<file path="src/core/acrb_cfg.svh">
`ifndef ACRB_CFG_SVH
`define ACRB_CFG_SVH

// ==========================================================================
// Register addresses on the serial control port.
// ==========================================================================
`define ACRB_ADDR_CHAN_INDEX   9'h005
`define ACRB_ADDR_SELF_TEST    9'h00E
`define ACRB_ADDR_ANALOG_IN    9'h00F
`define ACRB_ADDR_OFFSET_TRIM  9'h010
`define ACRB_ADDR_OUT_FORMAT   9'h014
`define ACRB_ADDR_DIV_PHASE    9'h016
`define ACRB_ADDR_DCO_DELAY    9'h017
`define ACRB_ADDR_REF_SPAN     9'h018
`define ACRB_ADDR_SIG_LOW      9'h024
`define ACRB_ADDR_SIG_HIGH     9'h025
`define ACRB_ADDR_DITHER       9'h030
`define ACRB_ADDR_SYNC_CTRL    9'h100

// ==========================================================================
// Reset values.
// ==========================================================================
`define ACRB_RST_CHAN_INDEX    2'h3
`define ACRB_RST_SELF_TEST     8'h04
`define ACRB_RST_REF_SPAN      8'hC0
`define ACRB_RST_ZERO          8'h00

// ==========================================================================
// Field positions.
// ==========================================================================
`define ACRB_BIT_ST_ENABLE     0
`define ACRB_BIT_ST_SEQ_RESET  2
`define ACRB_BIT_CM_SERVO      0
`define ACRB_BIT_LVDS_SWING    7
`define ACRB_BIT_OUT_LVDS      6
`define ACRB_BIT_INTERLEAVE    5
`define ACRB_BIT_OUT_DISABLE   4
`define ACRB_BIT_MUST_ZERO     3
`define ACRB_BIT_OUT_INVERT    2
`define ACRB_BIT_DCO_INVERT    7
`define ACRB_BIT_DITHER        4
`define ACRB_BIT_SYNC_MASTER   0
`define ACRB_BIT_SYNC_DIVIDER  1
`define ACRB_BIT_SYNC_NEXT     2
`define ACRB_CHAN_A            0
`define ACRB_CHAN_B            1

// ==========================================================================
// Data clock output delay scale, in picoseconds.
// ==========================================================================
`define ACRB_DCO_FULL_PS       2500
`define ACRB_DCO_STEPS         31

// Signature feedback taps and the value it restarts from.
`define ACRB_SIG_TAPS          16'hD008
`define ACRB_SIG_SEED          16'h0000

`endif

</file>
<file path="src/core/acrb_pkg.sv">
package acrb_pkg;

  // ========================================================================
  // Divider alignment states, Gray coded along run -> hold -> run.
  // ========================================================================
  typedef enum logic [1:0] {
    ACRB_DIV_RUN  = 2'b00,
    ACRB_DIV_HOLD = 2'b01
  } acrb_div_state_type;

  // ========================================================================
  // Complete state of the register bank.
  // ========================================================================
  typedef struct packed {
    logic [1:0]         chan_index;
    logic [7:0]         self_test;
    logic [7:0]         analog_in;
    logic [1:0][7:0]    offset_trim;
    logic [1:0]         out_disable;
    logic [1:0]         out_invert;
    logic [7:0]         out_format;
    logic [7:0]         div_phase;
    logic [7:0]         dco_delay;
    logic [7:0]         ref_span;
    logic [1:0]         dither;
    logic [7:0]         sync_ctrl;
    logic [7:0]         rd_data;
    logic               rd_valid;
    acrb_div_state_type div_state;
    logic [2:0]         phase_cnt;
    logic [2:0]         div_cnt;
    logic               div_tick;
  } acrb_bank_type;

  // State of one channel's data path.
  typedef struct packed {
    logic [13:0] data;
    logic        valid;
    logic [15:0] signature;
  } acrb_chan_type;

endpackage : acrb_pkg

</file>
<file path="src/core/acrb_top.sv">
`include "acrb_cfg.svh"

module acrb_top
  import acrb_pkg::*;
#(
  parameter int DATA_W = 14
) (
  input  wire logic              clk,              // Core clock, the converter input clock.
  input  wire logic              sys_rst,          // Synchronous reset, active high.
  input  wire logic              reg_wr,           // Register write strobe.
  input  wire logic              reg_rd,           // Register read strobe.
  input  wire logic [8:0]        reg_addr,         // Register address.
  input  wire logic [7:0]        reg_wdata,        // Register write data.
  output logic      [7:0]        reg_rdata,        // Register read data.
  output logic                   reg_rd_valid,     // Read data present.
  input  wire logic              sync_in,          // Sync pulse from the pin.
  input  wire logic [2:0]        div_ratio,        // Divide ratio minus one.
  output logic                   div_tick,         // Divided clock tick.
  input  wire logic [1:0]        smp_valid,        // Conversion result present, per channel.
  input  wire logic [1:0][DATA_W-1:0] smp_data,    // Conversion results, per channel.
  output logic      [1:0]        out_valid,        // Corrected result present, per channel.
  output logic [1:0][DATA_W-1:0] out_data,         // Corrected results, per channel.
  output logic      [1:0]        out_enable,       // Output drivers on, per channel.
  output logic                   out_lvds,         // LVDS signalling selected.
  output logic                   lvds_reduced,     // Reduced-swing LVDS selected.
  output logic                   out_interleave,   // CMOS interleave selected.
  output logic      [1:0]        out_code_format,  // Output number format.
  output logic                   dco_invert,       // Invert the data clock output.
  output logic      [4:0]        dco_delay_code,   // Data clock output delay code.
  output logic      [11:0]       dco_delay_ps,     // Data clock output delay in picoseconds.
  output logic      [1:0]        ref_span,         // Full-scale span selection.
  output logic                   st_enable,        // Self-test running.
  output logic                   st_restart,       // Self-test sequence reset.
  output logic                   cm_servo_en,      // Common-mode servo on.
  output logic      [1:0]        dither_en,        // Dither on, per channel.
  output logic                   sync_master_en    // Sync circuitry powered.
);

  acrb_bank_type st_reg;
  acrb_bank_type st_next;
  logic [1:0][15:0] chan_sig;

  // Delay in picoseconds, rounded to the nearest whole picosecond.
  function automatic logic [11:0] dco_ps(input logic [4:0] code);
    int prod;
    prod   = `ACRB_DCO_FULL_PS * int'(code) + (`ACRB_DCO_STEPS / 2);
    dco_ps = 12'(prod / `ACRB_DCO_STEPS);
  endfunction : dco_ps

  // Index of the channel that answers a read of a local register.
  function automatic int read_chan(input logic [1:0] index);
    read_chan = index[`ACRB_CHAN_A] ? `ACRB_CHAN_A : `ACRB_CHAN_B;
  endfunction : read_chan

  // ========================================================================
  // Per-channel data paths.
  // ========================================================================
  for (genvar ch = 0; ch < 2; ch++) begin : g_chan
    acrb_chan_path #(
      .DATA_W (DATA_W)
    ) u_path (
      .clk        (clk),
      .sys_rst    (sys_rst),
      .smp_valid  (smp_valid[ch]),
      .smp_data   (smp_data[ch]),
      .offset     (st_reg.offset_trim[ch]),
      .invert     (st_reg.out_invert[ch]),
      .st_enable  (st_enable),
      .st_restart (st_restart),
      .out_valid  (out_valid[ch]),
      .out_data   (out_data[ch]),
      .signature  (chan_sig[ch])
    );
  end

  // ========================================================================
  // Register writes, reads, sync handling and the input clock divider.
  // ========================================================================
  always_comb begin
    int  rc;
    logic sync_gated;
    logic wr_sync;
    rc         = read_chan(st_reg.chan_index);
    sync_gated = 1'b0;
    wr_sync    = 1'b0;
    st_next    = st_reg;
    st_next.rd_valid = 1'b0;
    st_next.div_tick = 1'b0;

    // Writes; local registers touch only the channels picked by the index.
    if (reg_wr) begin
      case (reg_addr)
        `ACRB_ADDR_CHAN_INDEX: begin
          st_next.chan_index = reg_wdata[1:0];
        end
        `ACRB_ADDR_SELF_TEST: begin
          st_next.self_test = reg_wdata;
        end
        `ACRB_ADDR_ANALOG_IN: begin
          st_next.analog_in = reg_wdata;
        end
        `ACRB_ADDR_OFFSET_TRIM: begin
          for (int ch = 0; ch < 2; ch++) begin
            if (st_reg.chan_index[ch]) begin
              st_next.offset_trim[ch] = reg_wdata;
            end
          end
        end
        `ACRB_ADDR_OUT_FORMAT: begin
          st_next.out_format = reg_wdata;
          st_next.out_format[`ACRB_BIT_MUST_ZERO]  = 1'b0;
          st_next.out_format[`ACRB_BIT_OUT_DISABLE] = 1'b0;
          st_next.out_format[`ACRB_BIT_OUT_INVERT]  = 1'b0;
          for (int ch = 0; ch < 2; ch++) begin
            if (st_reg.chan_index[ch]) begin
              st_next.out_disable[ch] = reg_wdata[`ACRB_BIT_OUT_DISABLE];
              st_next.out_invert[ch]  = reg_wdata[`ACRB_BIT_OUT_INVERT];
            end
          end
        end
        `ACRB_ADDR_DIV_PHASE: begin
          st_next.div_phase = reg_wdata;
        end
        `ACRB_ADDR_DCO_DELAY: begin
          st_next.dco_delay = reg_wdata;
        end
        `ACRB_ADDR_REF_SPAN: begin
          st_next.ref_span = reg_wdata;
        end
        `ACRB_ADDR_DITHER: begin
          for (int ch = 0; ch < 2; ch++) begin
            if (st_reg.chan_index[ch]) begin
              st_next.dither[ch] = reg_wdata[`ACRB_BIT_DITHER];
            end
          end
        end
        `ACRB_ADDR_SYNC_CTRL: begin
          st_next.sync_ctrl = reg_wdata;
          wr_sync = 1'b1;
        end
        default: begin
        end
      endcase
    end

    // Reads answer one cycle later; unmapped addresses read as zero.
    if (reg_rd) begin
      st_next.rd_valid = 1'b1;
      case (reg_addr)
        `ACRB_ADDR_CHAN_INDEX:  st_next.rd_data = {6'h00, st_reg.chan_index};
        `ACRB_ADDR_SELF_TEST:   st_next.rd_data = st_reg.self_test;
        `ACRB_ADDR_ANALOG_IN:   st_next.rd_data = st_reg.analog_in;
        `ACRB_ADDR_OFFSET_TRIM: st_next.rd_data = st_reg.offset_trim[rc];
        `ACRB_ADDR_OUT_FORMAT: begin
          st_next.rd_data = st_reg.out_format;
          st_next.rd_data[`ACRB_BIT_OUT_DISABLE] = st_reg.out_disable[rc];
          st_next.rd_data[`ACRB_BIT_OUT_INVERT]  = st_reg.out_invert[rc];
        end
        `ACRB_ADDR_DIV_PHASE:   st_next.rd_data = st_reg.div_phase;
        `ACRB_ADDR_DCO_DELAY:   st_next.rd_data = st_reg.dco_delay;
        `ACRB_ADDR_REF_SPAN:    st_next.rd_data = st_reg.ref_span;
        `ACRB_ADDR_SIG_LOW:     st_next.rd_data = chan_sig[rc][7:0];
        `ACRB_ADDR_SIG_HIGH:    st_next.rd_data = chan_sig[rc][15:8];
        `ACRB_ADDR_DITHER: begin
          st_next.rd_data = `ACRB_RST_ZERO;
          st_next.rd_data[`ACRB_BIT_DITHER] = st_reg.dither[rc];
        end
        `ACRB_ADDR_SYNC_CTRL:   st_next.rd_data = st_reg.sync_ctrl;
        default:                st_next.rd_data = `ACRB_RST_ZERO;
      endcase
    end

    // A sync pulse reaches the divider only with master and divider enables both set.
    sync_gated = sync_in
               && st_reg.sync_ctrl[`ACRB_BIT_SYNC_MASTER]
               && st_reg.sync_ctrl[`ACRB_BIT_SYNC_DIVIDER];
    // One-shot mode drops the divider enable on the edge that takes the aligning pulse, as the hold begins; a write in that cycle wins.
    // A pulse that lands during a hold is not an alignment, so it must not clear the enable.
    if (sync_gated && st_reg.sync_ctrl[`ACRB_BIT_SYNC_NEXT] && st_reg.div_state == ACRB_DIV_RUN && !wr_sync) begin
      st_next.sync_ctrl[`ACRB_BIT_SYNC_DIVIDER] = 1'b0;
    end

    // Divider: a gated sync restarts it after the programmed phase delay.
    case (st_reg.div_state)
      ACRB_DIV_RUN: begin
        if (sync_gated) begin
          st_next.phase_cnt = st_reg.div_phase[2:0];
          st_next.div_cnt   = 3'h0;
          st_next.div_state = ACRB_DIV_HOLD;
        end else if (st_reg.div_cnt >= div_ratio) begin
          st_next.div_cnt  = 3'h0;
          st_next.div_tick = 1'b1;
        end else begin
          st_next.div_cnt = st_reg.div_cnt + 3'h1;
        end
      end
      ACRB_DIV_HOLD: begin
        // The tick that ends the hold lands phase_cnt + 1 cycles after the sync edge.
        if (st_reg.phase_cnt == 3'h0) begin
          st_next.div_tick  = 1'b1;
          st_next.div_cnt   = 3'h0;
          st_next.div_state = ACRB_DIV_RUN;
        end else begin
          st_next.phase_cnt = st_reg.phase_cnt - 3'h1;
        end
      end
      default: begin
        st_next.div_state = ACRB_DIV_RUN;
      end
    endcase
  end

  // ========================================================================
  // State register.
  // ========================================================================
  always_ff @(posedge clk) begin
    if (sys_rst) begin
      st_reg            <= '0;
      st_reg.chan_index <= `ACRB_RST_CHAN_INDEX;
      st_reg.self_test  <= `ACRB_RST_SELF_TEST;
      st_reg.ref_span   <= `ACRB_RST_REF_SPAN;
      st_reg.div_state  <= ACRB_DIV_RUN;
    end else begin
      st_reg <= st_next;
    end
  end

  // ========================================================================
  // Outputs, all taken from stored state.
  // ========================================================================
  assign reg_rdata       = st_reg.rd_data;
  assign reg_rd_valid    = st_reg.rd_valid;
  assign div_tick        = st_reg.div_tick;
  assign out_enable      = ~st_reg.out_disable;
  assign out_lvds        = st_reg.out_format[`ACRB_BIT_OUT_LVDS];
  assign lvds_reduced    = st_reg.out_format[`ACRB_BIT_LVDS_SWING];
  assign out_interleave  = st_reg.out_format[`ACRB_BIT_INTERLEAVE];
  assign out_code_format = st_reg.out_format[1:0];
  assign dco_invert      = st_reg.div_phase[`ACRB_BIT_DCO_INVERT];
  assign dco_delay_code  = st_reg.dco_delay[4:0];
  assign dco_delay_ps    = dco_ps(st_reg.dco_delay[4:0]);
  assign ref_span        = st_reg.ref_span[7:6];
  assign st_enable       = st_reg.self_test[`ACRB_BIT_ST_ENABLE];
  assign st_restart      = st_reg.self_test[`ACRB_BIT_ST_SEQ_RESET];
  assign cm_servo_en     = st_reg.analog_in[`ACRB_BIT_CM_SERVO];
  assign dither_en       = st_reg.dither;
  assign sync_master_en  = st_reg.sync_ctrl[`ACRB_BIT_SYNC_MASTER];

endmodule : acrb_top

</file>
<file path="src/core/acrb_chan_path.sv">
`include "acrb_cfg.svh"

module acrb_chan_path
  import acrb_pkg::*;
#(
  parameter int DATA_W = 14
) (
  input  wire logic              clk,          // Core clock.
  input  wire logic              sys_rst,      // Synchronous reset, active high.
  input  wire logic              smp_valid,    // Conversion result present.
  input  wire logic [DATA_W-1:0] smp_data,     // Conversion result, twos complement.
  input  wire logic [7:0]        offset,       // Signed offset in LSBs.
  input  wire logic              invert,       // Invert output data.
  input  wire logic              st_enable,    // Self-test accumulation on.
  input  wire logic              st_restart,   // Hold signature at its seed.
  output logic                   out_valid,    // Corrected result present.
  output logic      [DATA_W-1:0] out_data,     // Corrected result.
  output logic      [15:0]       signature     // Self-test signature.
);

  acrb_chan_type st_reg;
  acrb_chan_type st_next;

  // Saturating signed add; wrapping would fold a near-full-scale input to the other rail.
  function automatic logic [DATA_W-1:0] sat_add(input logic [DATA_W-1:0] a, input logic [7:0] b);
    logic signed [DATA_W:0] sum;
    sum = $signed({a[DATA_W-1], a}) + $signed({{(DATA_W-7){b[7]}}, b});
    if (sum[DATA_W] != sum[DATA_W-1]) begin
      sat_add = sum[DATA_W] ? {1'b1, {(DATA_W-1){1'b0}}} : {1'b0, {(DATA_W-1){1'b1}}};
    end else begin
      sat_add = sum[DATA_W-1:0];
    end
  endfunction : sat_add

  // ========================================================================
  // Offset correction and signature accumulation.
  // ========================================================================
  always_comb begin
    logic [DATA_W-1:0] corr;
    corr    = sat_add(smp_data, offset);
    st_next = st_reg;
    st_next.valid = smp_valid;
    if (smp_valid) begin
      st_next.data = invert ? ~corr : corr;
    end
    // The signature covers the corrected result so the trim path is tested too.
    if (st_restart) begin
      st_next.signature = `ACRB_SIG_SEED;
    end else if (st_enable && smp_valid) begin
      st_next.signature = {st_reg.signature[14:0], ^(st_reg.signature & `ACRB_SIG_TAPS)}
                          ^ {{(16-DATA_W){1'b0}}, corr};
    end
  end

  always_ff @(posedge clk) begin
    if (sys_rst) begin
      st_reg <= '0;
    end else begin
      st_reg <= st_next;
    end
  end

  assign out_valid = st_reg.valid;
  assign out_data  = st_reg.data;
  assign signature = st_reg.signature;

endmodule : acrb_chan_path

</file>
<file path="config.mk">
export PLATFORM = sky130hd
export DESIGN_NAME = acrb_top
export DESIGN_NICKNAME = d
export VERILOG_FILES = /design/src/core/acrb_pkg.sv /design/src/core/acrb_top.sv /design/src/core/acrb_chan_path.sv
export VERILOG_INCLUDE_DIRS = /design/src /design/src/core
export SDC_FILE = /design/constraint.sdc
export NUM_CORES = 1
export LEC_CHECK = 0
export BUFFER_PORTS_ARGS = -buffer_cell sky130_fd_sc_hd__buf_2
export CAP_MARGIN = 20
export CORE_MARGIN = 10
export CORE_UTILIZATION = 43
export DETAILED_ROUTE_END_ITERATION = 16
export GPL_TIMING_DRIVEN = 0
export PLACE_DENSITY = 0.6
export REMOVE_ABC_BUFFERS = 1
export SYNTH_ARGS = -nofsm -noshare
export SYNTH_HDL_FRONTEND = slang
export SYNTH_SLANG_ARGS = --single-unit
export TNS_END_PERCENT = 10
</file>
<file path="constraint.sdc">
create_clock -name clk -period 12.9 [get_ports clk]
set_input_delay 1.29 -clock clk [delete_from_list [all_inputs] [get_ports clk]]
set_output_delay 1.29 -clock clk [all_outputs]
set_load 0.03 [all_outputs]
</file>
# --- Yosys cells after proc, flatten, opt, wreduce, memory -nomap -nowiden ---
# Index checks and enable logic that the tools add are counted.
word_totals:
  register_bits: 157
  in_bits: 55
  output_inout_bits: 73
  wordCells: 129
op_classes:
  addsub: 5
  multipliers: 1
  n_div: 1
  n_lt_le_gt_ge: 2
  n_eq_ne: 18
  mux: 36
  n_bitwise: 5
  reduce_logical: 32
ops:
  columns: ["cell", "n"]
  rows:
  - ["$pmux 8 s12", 1]
  - ["$mux 14", 6]
  - ["$mux 16", 3]
  - ["$eq 9x5->1 const B", 5]
  - ["$div 32x6->32 const B", 1]
  - ["$reduce_xor 16->1", 2]
  - ["$xor 16x14->16", 2]
  - ["$add 14x8->15", 2]
  - ["$not 14->14", 2]
  - ["$eq 9x6->1 const B", 3]
  - ["$mux 8", 3]
  - ["$reduce_and 3->1", 7]
  - ["$reduce_and 2->1", 10]
  - ["$add 17x4->18 const B", 1]
  - ["$eq 9x4->1 const B", 2]
  - ["$mul 10x5->15 const A", 1]
  - ["$mux 1", 15]
  - ["$pmux 7 s2", 1]
  - ["$eq 9x3->1 const B", 1]
  - ["$eq 9x9->1 const B", 1]
  - ["$mux 3", 3]
  - ["$logic_and 1x1->1", 7]
  - ["$ne 2x2->1 const B", 3]
  - ["$mux 5", 1]
  - ["15 further kinds", 17]

# --- Longest topological paths before layout ---
depth:
  depth_word: 6
  ltp_mapped: 40
  depth_no_buf: 37

# --- Hierarchy ---
# From an unflattened synthesis, not the netlist that was laid out.
unflattened:
  hier_cells: 1631
  hier_area_um2: 13232.7
modules_own_cells:
  columns: ["module", "n_inst", "cells_each", "area_each_um2", "seq_area_each_um2"]
  rows:
  - ["acrb_top", 1, 957, 7810.0, 1881.8]
  - ["acrb_chan_path", 2, 337, 2711.4, 620.6]

# --- Least setup slack after synthesis ---
# OpenSTA, ideal clock, no wires.
synth_timing:
  path_type: "reg-to-output"
  startpoint: "register st_reg, in the netlist dco_delay_code[2]"
  endpoint: "output dco_delay_ps[0]"
  arrival_time_ns: 10.314
  t_required_ns: 11.610
  setup_slack_ns: 1.296
  path_stages_with_launch: 39
  n_path_buf: 1
  cell_sequence: "dfxtp_1 -> inv_1 -> fa_1 -> inv_1 -> ha_1 -> ha_1 -> ha_1 -> nand2b_1 -> or4b_4 -> a211oi_4 -> nand3_1 -> a2111oi_1 -> or2_1 -> o21ai_0 -> mux2i_1 -> o31ai_1 -> nand3_1 -> a2111o_1 -> (+3 left out) -> mux2_2 -> xnor2_1 -> nor2b_1 -> buf_6 -> o2111a_1 -> nor2_1 -> a21oi_1 -> xnor2_1 -> ha_1 -> and3_1 -> nor2_1 -> mux2_1 -> ha_1 -> nand4_1 -> nor2_1 -> a311oi_1 -> a32o_1 -> o211ai_2"
synth_between:
  elab_chain_cells: 3
synth_rtl:
  columns: ["item", "line_no", "source"]
  rows:
  - ["start: declaration", "acrb_top.sv:39", "acrb_bank_type st_reg;"]
  - ["start signal: assignment", "acrb_top.sv:224", "st_reg <= st_next;"]
  - ["$mul 10x5->15 (no source line)", null, null]
  - ["$add 17x4->18 (no source line)", null, null]
  - ["$div 32x6->32 (no source line)", null, null]
  - ["end: declaration", "acrb_top.sv:30", "output logic [11:0] dco_delay_ps,"]
# No other way between the ends.

# --- Worst setup path after layout ---
layout_timing:
  startpoint: "register st_reg, in the netlist dco_delay_code[3]"
  endpoint: "output dco_delay_ps[0]"
# Same word-level chain as after synthesis.

==> reports/metrics.cfg <==
[cells_and_area]
layout_commonest_cell=nor2_1
fin_cells=1836
layout-drive-gt1-share_pct=17.1
most-common-layout-cells=nor2_1 (200), dfxtp_1 (152), buf_2 (126), a21oi_1 (125), mux2i_1 (103)
fin_area_mm2=0.0132
largest_reg_flops=65
area_growth_pct=13.7
num_antenna_cells=0
fin_nets=1612

[placed_design]
dp_hpwl_um=25300
gp_congestion=0.879
place_area_mm2=0.0123
placedCellCount=1793
io_buffers=127

[worst_setup_path]
critPathMaxStageDelay_ns=0.56
worstPathRequired_ns=11.61
path_max_fanout=10
crit_top_cell=ha_1
cp_num_buf_inv=3
crit_start=dco_delay_code[3]
cp_top_family=compound AO/OA/AOI/OAI gates
timing.reg2reg.setup_slack_ns=8.15
endpoint_kind=output port
critPathKind=register to output port
arrival_ns=11.01
slowest_stage=or4b_4
start_kind=register
r2r-start=st_reg[64]

[logic_synthesis]
ys_ff_latch=156
ys_types=98
synthArstFlopShare_pct=0
synth_edf_count=0
synth_ff_type=dfxtp_1
syn_area_per_cell_um2=8.17
synth_cells=1417
yosys_warnings=0
yosysSeqAreaShare_pct=27.0
syn-cell-area_mm2=0.0116

[sta]
worstMarginPinSlew_ns=1.10
fin_hold_ws_ns=0.460
setup_viol=0
skew_ns=0.00693
final-hold-violation-count=0
slew_headroom_pct=26.3
slew_viol_final=0
post-route-min-period_ns=12.30
fmax_ghz=0.0813
period_share_pct=95.3

[routing]
drtIter0Drc=795
viasPerCell=5.77
antenna_left=0
drt-total-wl_um=33700
dr.pass1.iters=6
wire_per_inst_um=18.4
dr_total_vias=10600
drc=0

[global_routing]
grt_pass1_vias=10100
grt_first_pass_wirelength_um=53200
gr-total-overflow=0
grt_start_max_net_pins=66
grt_usage_pct=19.3
antenna_found_initial=0

[floorplan]
die_x_um=184
chipHeight_um=184
row_count=59
start_util_pct=44.0
core_area_mm2=0.0263
io_pins=128
dieArea_mm2=0.0339

[clock_network]
cts_buffer_depth=2
ctsRootBufferMaster=clkbuf_16
h-tree-depth=4
cts_tree=built
clk_latency_ns=0.43
numCtsBuffers=17
cts_sinks=156
clk_pin_slew_ns=0.07
postCtsHoldBufs=0

[job]
cap_violations=0

[min_path]
hold_path.class=register to register
hold_path.startpoint=st_reg[23]

[power_and_ir_drop]
peakVddDrop_uv=86.2
power_density_mw_per_mm2=85.1
leakagePower_nw=5.73

[run_status]
status=finished clean

-- routing by layer --
metal | vias to the layer above | GRT usage (%) | share of wire, %
met5 | - | 0 | 0
met4 | 0 | 5.97 | 2.0
met3 | 47 | 3.08 | 5.3
met2 | 286 | 33.2 | 49
met1 | 5013 | 24.2 | 44
li1 | 5245 | - | -
-- stage by stage --
stage | util [%] | power (mW) | worst slack, ns | setup TNS (ns)
4_1_cts | 49.2 | 1.13 | 0.00871 | 0
5_1_grt | 50.1 | 1.16 | -0.0189 | -0.0189
6_report | 50.1 | 1.12 | 0.603 | 0
2_1_floorplan | - | 0.570 | 0.882 | 0
3_5_place_dp | 46.8 | 0.617 | -0.0924 | -0.0924
3_3_place_gp | 46.4 | 0.615 | -0.0643 | -0.0643
-- synth_stat cells, types with 22 or more instances --
cell type | count | area, um2
clkbuf_1 | 60 | 225
nor3_1 | 23 | 115
o21ai_0 | 29 | 145
nor2_1 | 201 | 754
dfxtp_1 | 156 | 3120
nand3_1 | 64 | 320
xor2_1 | 37 | 324
inv_1 | 39 | 146
xnor2_1 | 78 | 683
a21oi_1 | 126 | 631
nand2_1 | 81 | 304
ha_1 | 63 | 788
mux2i_1 | 105 | 1050
a21o_1 | 22 | 165
-- cells by family after synthesis --
logic type | after synthesis | share of synthesized area [%]
fa+ha+maj | 69 | 7.85
mux | 116 | 10.2
simple gates | 470 | 19.0
compound gates | 355 | 21.5
xor+xnor | 120 | 9.46
buf+inv | 131 | 5.02
flops | 156 | 27.0
-- repair_timing --
action / CTS / global route
hold endpoints to repair: 0 / 0
buffers inserted: 0 / 10
gates cloned: 0 / 0
resized for setup: 8 / 30
setup endpoints to repair: 1 / 2
pin swaps: 0 / 9
-- worst register-to-register path, stage by stage, from the launching register on --
cell,delay [ns]
dfxtp_1,0.37
ha_1,0.23
fa_1,0.40
a21o_1,0.17
a21o_1,0.19
a21oi_1,0.15
nor2_1,0.05
nor2_1,0.17
o21bai_1,0.09
a21oi_1,0.21
o21bai_1,0.09
a21oi_1,0.21
nor2b_1,0.07
o21ai_0,0.15
nand2b_1,0.10
nand2_1,0.08
a31oi_1,0.20
nor2_1,0.64
inv_1,0.12
a21boi_0,0.47
xor2_1,0.19
nor2_1,0.05
a21oi_1,0.14
nor2_1,0.05
-- final timing paths --
path | to | cells past startpoint
worst max-delay path | dco_delay_ps[0] | 38
worst max register to register | g_chan[0].u_path.signature[1] | 23
worst min register to register | st_reg[23] | 2
worst min-delay path | st_reg[23] | 2
-- area by class of cell --
cell class | instances | area, um2
fillers | 2629 | 13100
clock inverters | 15 | 176
repair buffers | 143 | 803
inverters | 40 | 150
well taps | 335 | 419
multi-input cells | 1130 | 8050
flip-flops and latches | 156 | 3140
clock buffers | 17 | 425
-- where the power goes --
group	total (mW)	switching (mW)	leakage (nW)	internal, mW
registers	0.494	0.00465	1.27	0.489
clock network	0.515	0.223	0.290	0.292
logic	0.111	0.0712	4.18	0.0401
total	1.12	0.299	5.73	0.821
No activity file was read; power rests on OpenSTA's default activity.
